`config.mk`:
```
export PLATFORM = sky130hd
export DESIGN_NAME = scs_regs
export DESIGN_NICKNAME = d
export VERILOG_FILES = /design/src/scs_pkg.sv /design/src/scs_regs.sv
export SDC_FILE = /design/constraint.sdc
export NUM_CORES = 1
export LEC_CHECK = 0
export BUFFER_PORTS_ARGS = -buffer_cell sky130_fd_sc_hd__buf_2
export CORE_ASPECT_RATIO = 2
export CORE_MARGIN = 1.5
export CORE_UTILIZATION = 45
export DETAILED_ROUTE_END_ITERATION = 16
export PLACE_DENSITY_LB_ADDON = 0.1
export SLEW_MARGIN = 20
export SYNTH_ARGS = -nofsm -noshare
export SYNTH_HDL_FRONTEND = slang
export SYNTH_SLANG_ARGS = --single-unit
```
`constraint.sdc`:
```
create_clock -name clk -period 2.8 [get_ports clk]
set_input_delay 0 -clock clk [delete_from_list [all_inputs] [get_ports clk]]
set_output_delay 0 -clock clk [all_outputs]
set_load 0.05 [all_outputs]
```
`src/scs_pkg.sv`:
```
// Constants, types and field layout of the SONET clock and section alarm registers
//------------------------------------------------------------
// What this block does
// RL1: Diagnostic loopback bit routes transmit into receive
// RL2: Software never sets both loopback bits together
// RL3: Loop timing off: transmit clocked from transmit reference
// RL4: Loop timing on: receive reference or recovered clock
// RL5: Transmit out-of-lock bit shows synthesizer deviation
// RL6: Transmit lock change interrupts when enabled
// RL7: Select 0: 19.44 MHz reference, times 8 or 8/3
// RL8: Select 1: 6.48 MHz reference, times 24 or 8
// RL9: Transmit select ignored while transmit bypass high
// RL10: Receive out-of-lock: deviation or 80 quiet bits
// RL11: Receive lock change interrupts when enabled
// RL12: Receive select picks reference and recovered divider
// RL13: Receive select ignored while receive bypass high
// RL14: Descramble-disable bit bypasses receive descrambling
// RL15: Force bit declares out of frame next boundary
// RL16: Enabled parity errors pull interrupt low
// RL17: Enabled signal, frame, slip alarms pull interrupt
// RL18: Parity event bit 6, cleared by status read
// RL19: Bits 5,4,3 flag state changes, read clears
// RL20: Live signal loss bit follows receive processor
// RL21: Frame loss after 3 ms slip, held 3 ms
// RL22: Interrupt released once enabled events are cleared
//------------------------------------------------------------
package scs_pkg;
   // Register indices; byte address is four times the index
   localparam logic [5:0] IDX_LOOP_CTRL = 6'h05;
   localparam logic [5:0] IDX_TX_SYNTH  = 6'h06;
   localparam logic [5:0] IDX_RX_SYNTH  = 6'h07;
   localparam logic [5:0] IDX_RSO_CTRL  = 6'h10;
   localparam logic [5:0] IDX_RSO_STAT  = 6'h11;
   // Field positions
   localparam int B_LOOP_TIMING = 0;
   localparam int B_DIAG    = 1;
   localparam int B_LINE    = 2;
   localparam int B_REFSEL  = 0;
   localparam int B_OOL_EN  = 1;
   localparam int B_OOL     = 3;
   localparam int B_SLIP_EN = 0;
   localparam int B_LOF_EN  = 1;
   localparam int B_LOS_EN  = 2;
   localparam int B_PAR_EN  = 3;
   localparam int B_FORCE   = 5;
   localparam int B_DESCR   = 6;
   localparam int B_PAR_EV  = 6;
   // Event vector positions, bits 0..3 match status bits 3..6
   localparam int EV_SLIP = 0;
   localparam int EV_LOF  = 1;
   localparam int EV_LOS  = 2;
   localparam int EV_PAR  = 3;
   localparam int EV_TX   = 4;
   localparam int EV_RX   = 5;
   localparam int NUM_EV  = 6;
   localparam logic [7:0] RESET_BYTE = 8'h00;
   // Timing
   localparam int CLK_MHZ      = 125;
   localparam int LOF_TIME_US  = 3000;
   localparam int LOF_CYCLES   = LOF_TIME_US * CLK_MHZ;
   localparam int QUIET_BITS   = 80;
   // Clock ratio codes for multiplier and divider
   typedef enum logic [1:0] {
      RATIO_8_3  = 2'h0,
      RATIO_8    = 2'h1,
      RATIO_24   = 2'h2,
      RATIO_BYP  = 2'h3
   } scs_ratio_type;
   // Transmit clock source
   typedef enum logic [1:0] {
      SRC_TX_REF = 2'h0,
      SRC_RX_REF = 2'h1,
      SRC_RECOV  = 2'h2
   } scs_src_type;
   // Frame loss tracker, Gray along the path
   typedef enum logic [1:0] {
      ST_INF = 2'h0,
      ST_OOF = 2'h1,
      ST_LOF = 2'h3,
      ST_REC = 2'h2
   } scs_state_type;
endpackage

```
`src/scs_regs.sv`:
```
// Register bank and alarm logic of the SONET clock and section alarm block
//
// Implementation choice: the Wishbone register port.
module scs_regs
   import scs_pkg::*;
#(
   parameter int LOF_COUNT = LOF_CYCLES
)(
   // Clock and reset
   input  wire logic       clk,
   input  wire logic       rst,
   // Wishbone classic slave
   input  wire logic       wb_cyc_i,
   input  wire logic       wb_stb_i,
   input  wire logic       wb_we_i,
   input  wire logic [7:0] wb_adr_i,
   input  wire logic [3:0] wb_sel_i,
   input  wire logic [31:0] wb_dat_i,
   output logic [31:0]     wb_dat_o,
   output logic            wb_ack_o,
   // Pins and clock monitors
   input  wire logic       tx_bypass_pin,
   input  wire logic       rx_bypass_pin,
   input  wire logic       line_rate_select_pin,
   input  wire logic       cdr_active_in,
   input  wire logic       tx_freq_off_in,
   input  wire logic       rx_freq_off_in,
   input  wire logic       rx_bit_tick_in,
   input  wire logic       rx_data_edge_in,
   // Receive section processor
   input  wire logic       signal_loss_in,
   input  wire logic       frame_slip_in,
   input  wire logic       section_parity_err_in,
   input  wire logic       frame_boundary_in,
   // Datapath controls
   output logic            diag_loopback_enable,
   output logic            line_loopback_enable,
   output logic [1:0]      tx_clk_source,
   output logic [1:0]      tx_pll_ratio,
   output logic [1:0]      rx_div_ratio,
   output logic            descramble_disable,
   output logic            force_frame_loss,
   // Interrupt
   output logic            interrupt_out_n
);
   //------------------------------------------------------------
   // Elaboration checks
   //------------------------------------------------------------
   localparam int CW = $clog2(LOF_COUNT + 1);
   generate
      if (LOF_COUNT < 1) begin : g_bad
         $error("LOF_COUNT must be at least one");
      end
   endgenerate

   //------------------------------------------------------------
   // Declarations
   //------------------------------------------------------------
   logic            req;              // Access taken this edge
   logic            wr;               // Write with low lane
   logic            rd;               // Read access
   logic [5:0]      idx;              // Register index
   logic            ack_q;            // Bus answer
   logic [31:0]     dat_q;            // Read data
   logic            loop_timing_q;    // Loop timing enable
   logic            diag_q;           // Diagnostic loopback
   logic            line_q;           // Line loopback
   logic            tx_sel_q;         // Transmit reference select
   logic            rx_sel_q;         // Receive reference select
   logic [NUM_EV-1:0] en_q;           // Event enables
   logic            descr_q;          // Descramble disable
   logic            force_pend_q;     // Force waiting for boundary
   logic            force_q;          // Force pulse to processor
   logic            tx_ool_q;         // Transmit out of lock
   logic            rx_ool_q;         // Receive out of lock
   logic [6:0]      quiet_q;          // Bits without transition
   scs_state_type   st_q;             // Frame loss tracker
   scs_state_type   st_d;
   logic [CW-1:0]   cnt_q;            // Frame loss timer
   logic            lof;              // Frame loss state
   logic            los_q;            // Previous states
   logic            lof_q;
   logic            slip_q;
   logic [NUM_EV-1:0] ev_set;         // Event causes
   logic [NUM_EV-1:0] ev_clr;         // Read clears
   logic [NUM_EV-1:0] ev_q;           // Sticky events
   logic [1:0]      tx_src_q;
   logic [1:0]      tx_ratio_q;
   logic [1:0]      rx_ratio_q;
   logic            irq_n_q;

   //------------------------------------------------------------
   // Bus decode
   //------------------------------------------------------------
   assign req = wb_cyc_i & wb_stb_i & ~ack_q;
   // Write lands at the edge where the master samples ack high
   assign wr  = wb_cyc_i & wb_stb_i & ack_q & wb_we_i & wb_sel_i[0];
   assign rd  = req & ~wb_we_i;
   assign idx = wb_adr_i[7:2];

   // Answer one cycle after the strobe, drop next cycle
   always_ff @(posedge clk or posedge rst) begin
      if (rst) ack_q <= 1'b0;
      else     ack_q <= req;
   end

   // Read mux, unmapped reads return zero
   always_ff @(posedge clk or posedge rst) begin
      if (rst) begin
         dat_q <= '0;
      end else if (rd) begin
         dat_q <= '0;
         unique case (idx)
            IDX_LOOP_CTRL: begin
               dat_q[B_LOOP_TIMING] <= loop_timing_q;
               dat_q[B_DIAG]  <= diag_q;
               dat_q[B_LINE]  <= line_q;
            end
            IDX_TX_SYNTH: begin
               dat_q[B_REFSEL] <= tx_sel_q;
               dat_q[B_OOL_EN] <= en_q[EV_TX];
               dat_q[B_OOL]    <= tx_ool_q; // see RL5
            end
            IDX_RX_SYNTH: begin
               dat_q[B_REFSEL] <= rx_sel_q;
               dat_q[B_OOL_EN] <= en_q[EV_RX];
               dat_q[B_OOL]    <= rx_ool_q; // see RL10
            end
            IDX_RSO_CTRL: begin
               dat_q[B_DESCR]  <= descr_q;
               dat_q[3:0]      <= en_q[EV_PAR:EV_SLIP];
            end
            IDX_RSO_STAT: begin
               dat_q[6:3] <= ev_q[EV_PAR:EV_SLIP]; // see RL18
               dat_q[2]   <= los_q; // see RL20
               dat_q[1]   <= lof_q;
               dat_q[0]   <= slip_q;
            end
            default: dat_q <= '0;
         endcase
      end
   end

   //------------------------------------------------------------
   // Writable controls
   //------------------------------------------------------------
   always_ff @(posedge clk or posedge rst) begin
      if (rst) begin
         loop_timing_q <= 1'b0;
         diag_q   <= 1'b0;
         line_q   <= 1'b0;
         tx_sel_q <= 1'b0;
         rx_sel_q <= 1'b0;
         en_q     <= '0;
         descr_q  <= 1'b0;
      end else if (wr) begin
         if (idx == IDX_LOOP_CTRL) begin
            loop_timing_q <= wb_dat_i[B_LOOP_TIMING];
            diag_q  <= wb_dat_i[B_DIAG];
            line_q  <= wb_dat_i[B_LINE];
         end
         if (idx == IDX_TX_SYNTH) begin
            tx_sel_q     <= wb_dat_i[B_REFSEL];
            en_q[EV_TX]  <= wb_dat_i[B_OOL_EN];
         end
         if (idx == IDX_RX_SYNTH) begin
            rx_sel_q     <= wb_dat_i[B_REFSEL];
            en_q[EV_RX]  <= wb_dat_i[B_OOL_EN];
         end
         if (idx == IDX_RSO_CTRL) begin
            descr_q <= wb_dat_i[B_DESCR]; // see RL14
            en_q[EV_PAR:EV_SLIP] <= wb_dat_i[3:0];
         end
      end
   end

   // Write-only force: held until the next frame boundary
   always_ff @(posedge clk or posedge rst) begin
      if (rst) begin
         force_pend_q <= 1'b0;
         force_q      <= 1'b0;
      end else begin
         force_q <= force_pend_q & frame_boundary_in; // see RL15
         if (wr && idx == IDX_RSO_CTRL && wb_dat_i[B_FORCE])
            force_pend_q <= 1'b1;
         else if (frame_boundary_in)
            force_pend_q <= 1'b0;
      end
   end

   //------------------------------------------------------------
   // Clock selection
   //------------------------------------------------------------
   function automatic logic [1:0] ratio(input logic byp, input logic sel, input logic rate);
      if (byp)
         ratio = RATIO_BYP;
      else if (sel)
         ratio = rate ? RATIO_24 : RATIO_8;
      else
         ratio = rate ? RATIO_8 : RATIO_8_3;
   endfunction

   // Source and ratios registered for the analog side
   always_ff @(posedge clk or posedge rst) begin
      if (rst) begin
         tx_src_q   <= SRC_TX_REF;
         tx_ratio_q <= RATIO_8_3;
         rx_ratio_q <= RATIO_8_3;
      end else begin
         if (!loop_timing_q)
            tx_src_q <= SRC_TX_REF; // see RL3
         else
            tx_src_q <= cdr_active_in ? SRC_RECOV : SRC_RX_REF; // see RL4
         // Bypass pins mask the select bits
         tx_ratio_q <= ratio(tx_bypass_pin, tx_sel_q, line_rate_select_pin); // see RL7 see RL8 see RL9
         rx_ratio_q <= ratio(rx_bypass_pin, rx_sel_q, line_rate_select_pin); // see RL12 see RL13
      end
   end

   //------------------------------------------------------------
   // Lock monitors
   //------------------------------------------------------------
   always_ff @(posedge clk or posedge rst) begin
      if (rst) begin
         quiet_q  <= '0;
         tx_ool_q <= 1'b0;
         rx_ool_q <= 1'b0;
      end else begin
         if (rx_data_edge_in)
            quiet_q <= '0;
         else if (rx_bit_tick_in && quiet_q != 7'(QUIET_BITS))
            quiet_q <= quiet_q + 7'h01;
         tx_ool_q <= tx_freq_off_in; // see RL5
         rx_ool_q <= rx_freq_off_in | (quiet_q == 7'(QUIET_BITS)); // see RL10
      end
   end

   //------------------------------------------------------------
   // Frame loss tracker
   //------------------------------------------------------------
   always_comb begin
      st_d = st_q;
      unique case (st_q)
         ST_INF: if (frame_slip_in) st_d = ST_OOF;
         ST_OOF: begin
            if (!frame_slip_in)                  st_d = ST_INF;
            else if (cnt_q == CW'(LOF_COUNT))   st_d = ST_LOF; // see RL21
         end
         ST_LOF: if (!frame_slip_in) st_d = ST_REC;
         ST_REC: begin
            if (frame_slip_in)                   st_d = ST_LOF;
            else if (cnt_q == CW'(LOF_COUNT))   st_d = ST_INF; // see RL21
         end
      endcase
   end

   // State register
   always_ff @(posedge clk or posedge rst) begin
      if (rst) st_q <= ST_INF;
      else     st_q <= st_d;
   end

   // Timer restarts on every state change
   always_ff @(posedge clk or posedge rst) begin
      if (rst)
         cnt_q <= '0;
      else if (st_d != st_q)
         cnt_q <= '0;
      else if (cnt_q != CW'(LOF_COUNT))
         cnt_q <= cnt_q + CW'(1);
   end

   assign lof = (st_q == ST_LOF) | (st_q == ST_REC);

   // Live alarm states
   always_ff @(posedge clk or posedge rst) begin
      if (rst) begin
         los_q  <= 1'b0;
         lof_q  <= 1'b0;
         slip_q <= 1'b0;
      end else begin
         los_q  <= signal_loss_in; // see RL20
         lof_q  <= lof;
         slip_q <= frame_slip_in;
      end
   end

   //------------------------------------------------------------
   // Sticky events, set beats read clear
   //------------------------------------------------------------
   assign ev_set[EV_SLIP] = frame_slip_in != slip_q; // see RL19
   assign ev_set[EV_LOF]  = lof != lof_q;
   assign ev_set[EV_LOS]  = signal_loss_in != los_q;
   assign ev_set[EV_PAR]  = section_parity_err_in; // see RL18
   assign ev_set[EV_TX]   = tx_freq_off_in != tx_ool_q;
   assign ev_set[EV_RX]   = (rx_freq_off_in | (quiet_q == 7'(QUIET_BITS))) != rx_ool_q;
   assign ev_clr[EV_PAR:EV_SLIP] = {4{rd && idx == IDX_RSO_STAT}};
   assign ev_clr[EV_TX]  = rd && idx == IDX_TX_SYNTH;
   assign ev_clr[EV_RX]  = rd && idx == IDX_RX_SYNTH;

   generate
      for (genvar i = 0; i < NUM_EV; i++) begin : g_ev
         // One sticky flag per event
         always_ff @(posedge clk or posedge rst) begin
            if (rst)            ev_q[i] <= 1'b0;
            else if (ev_set[i]) ev_q[i] <= 1'b1;
            else if (ev_clr[i]) ev_q[i] <= 1'b0;
         end
      end
   endgenerate

   // Interrupt low while any enabled event is pending
   always_ff @(posedge clk or posedge rst) begin
      if (rst) irq_n_q <= 1'b1;
      else     irq_n_q <= ~|(ev_q & en_q); // see RL6 see RL11 see RL16 see RL17 see RL22
   end

   //------------------------------------------------------------
   // Outputs
   //------------------------------------------------------------
   assign wb_ack_o             = ack_q;
   assign wb_dat_o             = dat_q;
   assign diag_loopback_enable = diag_q; // see RL1
   assign line_loopback_enable = line_q;
   assign tx_clk_source        = tx_src_q;
   assign tx_pll_ratio         = tx_ratio_q;
   assign rx_div_ratio         = rx_ratio_q;
   assign descramble_disable   = descr_q;
   assign force_frame_loss     = force_q;
   assign interrupt_out_n      = irq_n_q;
endmodule

```
==> flow_summary.json <==
{
  "cp_max_fo": 10,
  "power.density_nw_per_um2": 633,
  "fin_skew_ns": 0.00348,
  "ys_ff_latch": 68,
  "hold_ws_ns": 0.00242,
  "overflow": 0,
  "vdd_drop_max_mv": 0.384,
  "holdPathEnd": "tx_pll_ratio[0]$_DFF_PP0_",
  "rows": 44,
  "synth_enable_flop_cells": 0,
  "reg2regPathDepth": 7,
  "crit_arrival_ns": 2.29,
  "drc": 0,
  "gp_congestion": 0.840,
  "nNetsFinal": 462,
  "cp.required_ns": 3.00,
  "synth_cells": 320,
  "crit_slowest_cell": "o31ai_4",
  "grt_max_degree": 37,
  "yosys-top-cells-area": "dfrtp_1, buf_4, mux2_2",
  "path_buf_inv": 2,
  "holdPathStages": 3,
  "place_inst": 455,
  "r2r_start": "cnt_q[0]$_DFFE_PP0P_",
  "start_util_pct": 46.7,
  "cts.sinks": 68,
  "drv_slew": 0,
  "core-area_um2": 7320,
  "cts_root_buf": "clkbuf_16",
  "fillCellCount": 651,
  "drv_cap": 0,
  "synthFlopType": "dfrtp_1",
  "synthToLayoutAreaGrowth_pct": 21.1,
  "r2r-end": "cnt_q[18]$_DFFE_PP0P_",
  "p_leak_nw": 1.94,
  "first_global_vias": 2564,
  "die_x_um": 64.7,
  "postCtsSetupBuffers": 0,
  "htreeDepth": 3,
  "finalHoldViolations": 0,
  "clockBufferDepth": 2,
  "worst-setup-path-type": "flop to flop",
  "antenna_found_initial": 0,
  "detailed_place_hpwl_um": 5500,
  "clock_latency_ns": 0.33,
  "stdcell_count": 490,
  "syn_area_per_cell_um2": 10.7,
  "crit_chain": "inv_1 > ha_1 > and4b_2 > nand3_1 > o31ai_4 > buf_4 > a21oi_1",
  "cts_tree": "built",
  "synth_top_area_share_pct": 49.0,
  "max_freq_mhz": 479,
  "end_kind": "flop",
  "die_y_um": 126,
  "setup_viol": 0,
  "rrSetupSlack_ns": 0.71,
  "grt_use_total_pct": 19.8,
  "num_vias": 2568,
  "antenna_cells": 0,
  "drt_pass1_iterations": 4,
  "finalWirelength_um": 7430,
  "numCtsBuffers": 9,
  "final.min_clock_period_ns": 2.09,
  "cp-start-kind": "flop",
  "ant_nets": 0,
  "via_per_inst": 5.24,
  "max_slew_margin_pct": 49.6,
  "netlist_area_um2": 3420,
  "io_buffer_count": 48,
  "setup-tns-final_ns": 0,
  "cp-startpoint": "cnt_q[0]$_DFFE_PP0P_",
  "rsz0062_at_grt": "false",
  "drive_above_1_share_pct": 23.1,
  "synth_largest_area_cell": "dfrtp_1",
  "drt_iter0_markers": 133,
  "status": "finished clean",
  "grt_pass1_wl_um": 12300,
  "die_area_um2": 8170,
  "hp-class": "input port to flop",
  "slowest_delay_ns": 0.51,
  "worst_pin_slew_ns": 0.745,
  "crit_family": "compound AO/OA/AOI/OAI gates",
  "io_pins": 105,
  "yosysWarnings": 0,
  "synth-async-reset-ratio_pct": 100,
  "wl_per_cell_um": 15.2,
  "ys_types": 53,
  "min_from": "line_rate_select_pin",
  "ys_seq_area_share_pct": 49.8,
  "finalCritPeriodShare_pct": 74.5,
  "clk_pin_slew_ns": 0.05
}
-- where the power goes --
| part | leakage (nW) | internal [W] | switching (W) |
|---|---|---|---|
| combinational | 0.921 | 0.000138 | 0.000303 |
| sequential | 0.873 | 0.00103 | 0.0000480 |
| clock | 0.141 | 0.000713 | 0.000393 |
| total | 1.94 | 0.00188 | 0.000744 |
-- per-layer routing --
metal  up-vias  part of all wire [%]  track usage (%)
li1       1241                     -                -
met1      1265                    38             21.2
met2        50                    57             37.1
met3        12                   2.8             3.28
met4         0                   1.9             8.51
met5         -                     0                0
-- cell usage after synthesis (all sizes together), types with 2 or more instances --
cell type and number:
buf 28, mux2 14, a22o 2, and3 4, or4 3, nor4bb 2, nand3 14, xnor2 5
o22ai 2, and4 3, nor4b 3, o21ai 14, a221oi 5, or2 4, a21oi 13, clkbuf 4
nor3b 2, nor3 3, nand4 7, nor2b 3, a22oi 3, mux2i 4, nor2 19, a21o 4
inv 15, dfrtp 67, ha 8, o31ai 8, nand2b 2, and2 4, nand2 17, xor2 13
or3 9
-- flip-flops by register name (all words and copies together), names as in the netlist, 2 cells and up --
| name | count |
|---|---|
| rx_div_ratio | 2 |
| quiet_q | 7 |
| en_q | 6 |
| tx_pll_ratio | 2 |
| ev_q | 6 |
| st_q | 2 |
| cnt_q | 19 |
| tx_clk_source | 2 |
| wb_dat_o | 7 |
-- worst min-delay path, delay by kind of cell --
family                   cells  cell delay (ns)
AND/OR/NAND/NOR              1             0.09
buffers and inverters        1             0.09
adder cells (fa/ha/maj)      1             0.12
-- placed cells by master, fill, tap and decap left out, types with 3 or more instances in the layout --
cell type | netlist | final
xor2_1 | 13 | 13
nand4_1 | 6 | 6
ha_1 | 8 | 8
dlygate4sd3_1 | 0 | 19
a21oi_1 | 13 | 13
o31ai_1 | 7 | 7
xnor2_1 | 5 | 5
conb_1 | 1 | 25
buf_4 | 25 | 3
clkbuf_1 | 3 | 4
inv_1 | 15 | 14
or2_2 | 4 | 4
or4_1 | 3 | 3
or3_1 | 7 | 7
nor4b_1 | 3 | 3
nand3_1 | 14 | 14
a21o_1 | 4 | 4
a221oi_1 | 5 | 5
a22oi_1 | 3 | 3
nor2_1 | 19 | 19
nor3_1 | 3 | 3
o21ai_0 | 14 | 14
clkbuf_16 | 0 | 9
buf_2 | 2 | 48
nand2_1 | 17 | 17
dfrtp_1 | 67 | 67
and2_1 | 4 | 4
nor2b_1 | 3 | 3
mux2i_1 | 4 | 4
mux2_2 | 14 | 14
-- cell type report --
| type | instances | area [um2] | share of cell area [%] |
|---|---|---|---|
| flip-flops and latches | 68 | 1700 | 41.1 |
| multi-input cells | 229 | 1530 | 36.8 |
| repair buffers | 70 | 453 | 10.9 |
| clock buffers | 14 | 254 | 6.13 |
| well taps | 92 | 115 | 2.78 |
| inverters | 15 | 56.3 | 1.36 |
| clock inverters | 2 | 35.0 | 0.846 |
-- timing repair --
item	in CTS	in global routing
setup endpoints to repair	0	0
hold endpoints to repair	67	0
hold buffers	19	0
resized for setup	0	0
-- kinds of logic (layout without fill, tap and decap cells) --
| group | count (synthesis) | in the layout | share of synthesized area, % |
|---|---|---|---|
| AND/OR/NAND/NOR | 103 | 103 | 17.4 |
| flip-flops | 68 | 68 | 49.8 |
| AO/OA/AOI/OAI | 57 | 57 | 11.2 |
| buffers and inverters | 47 | 101 | 8.23 |
| XOR/XNOR | 18 | 18 | 4.61 |
| multiplexers | 18 | 18 | 5.78 |
| adder cells (fa/ha/maj) | 8 | 8 | 2.93 |
| other | 1 | 25 | 0.110 |
-- stage by stage --
step	power, W	util [%]	setup WS, ns	cell area (um2)
2_1_floorplan	0.00144	-	1.09	3510
3_3_place_gp	0.00151	50.0	0.707	3660
3_5_place_dp	0.00152	50.0	0.669	3660
4_1_cts	0.00265	56.6	0.635	4140
5_1_grt	0.00274	56.6	0.527	4140
6_report	0.00262	56.6	0.714	4140
-- worst max-delay path by stage --
stage	endpoint	slack, ns	cells after the start
global placement	cnt_q[18]$_DFFE_PP0P_	0.71	7
detailed placement	cnt_q[18]$_DFFE_PP0P_	0.67	7
global route	cnt_q[18]$_DFFE_PP0P_	0.53	7
finish	cnt_q[18]$_DFFE_PP0P_	0.71	7
CTS	cnt_q[18]$_DFFE_PP0P_	0.63	7
floorplan	cnt_q[0]$_DFFE_PP0P_	1.09	1
Power figures use the tool's default switching activity.
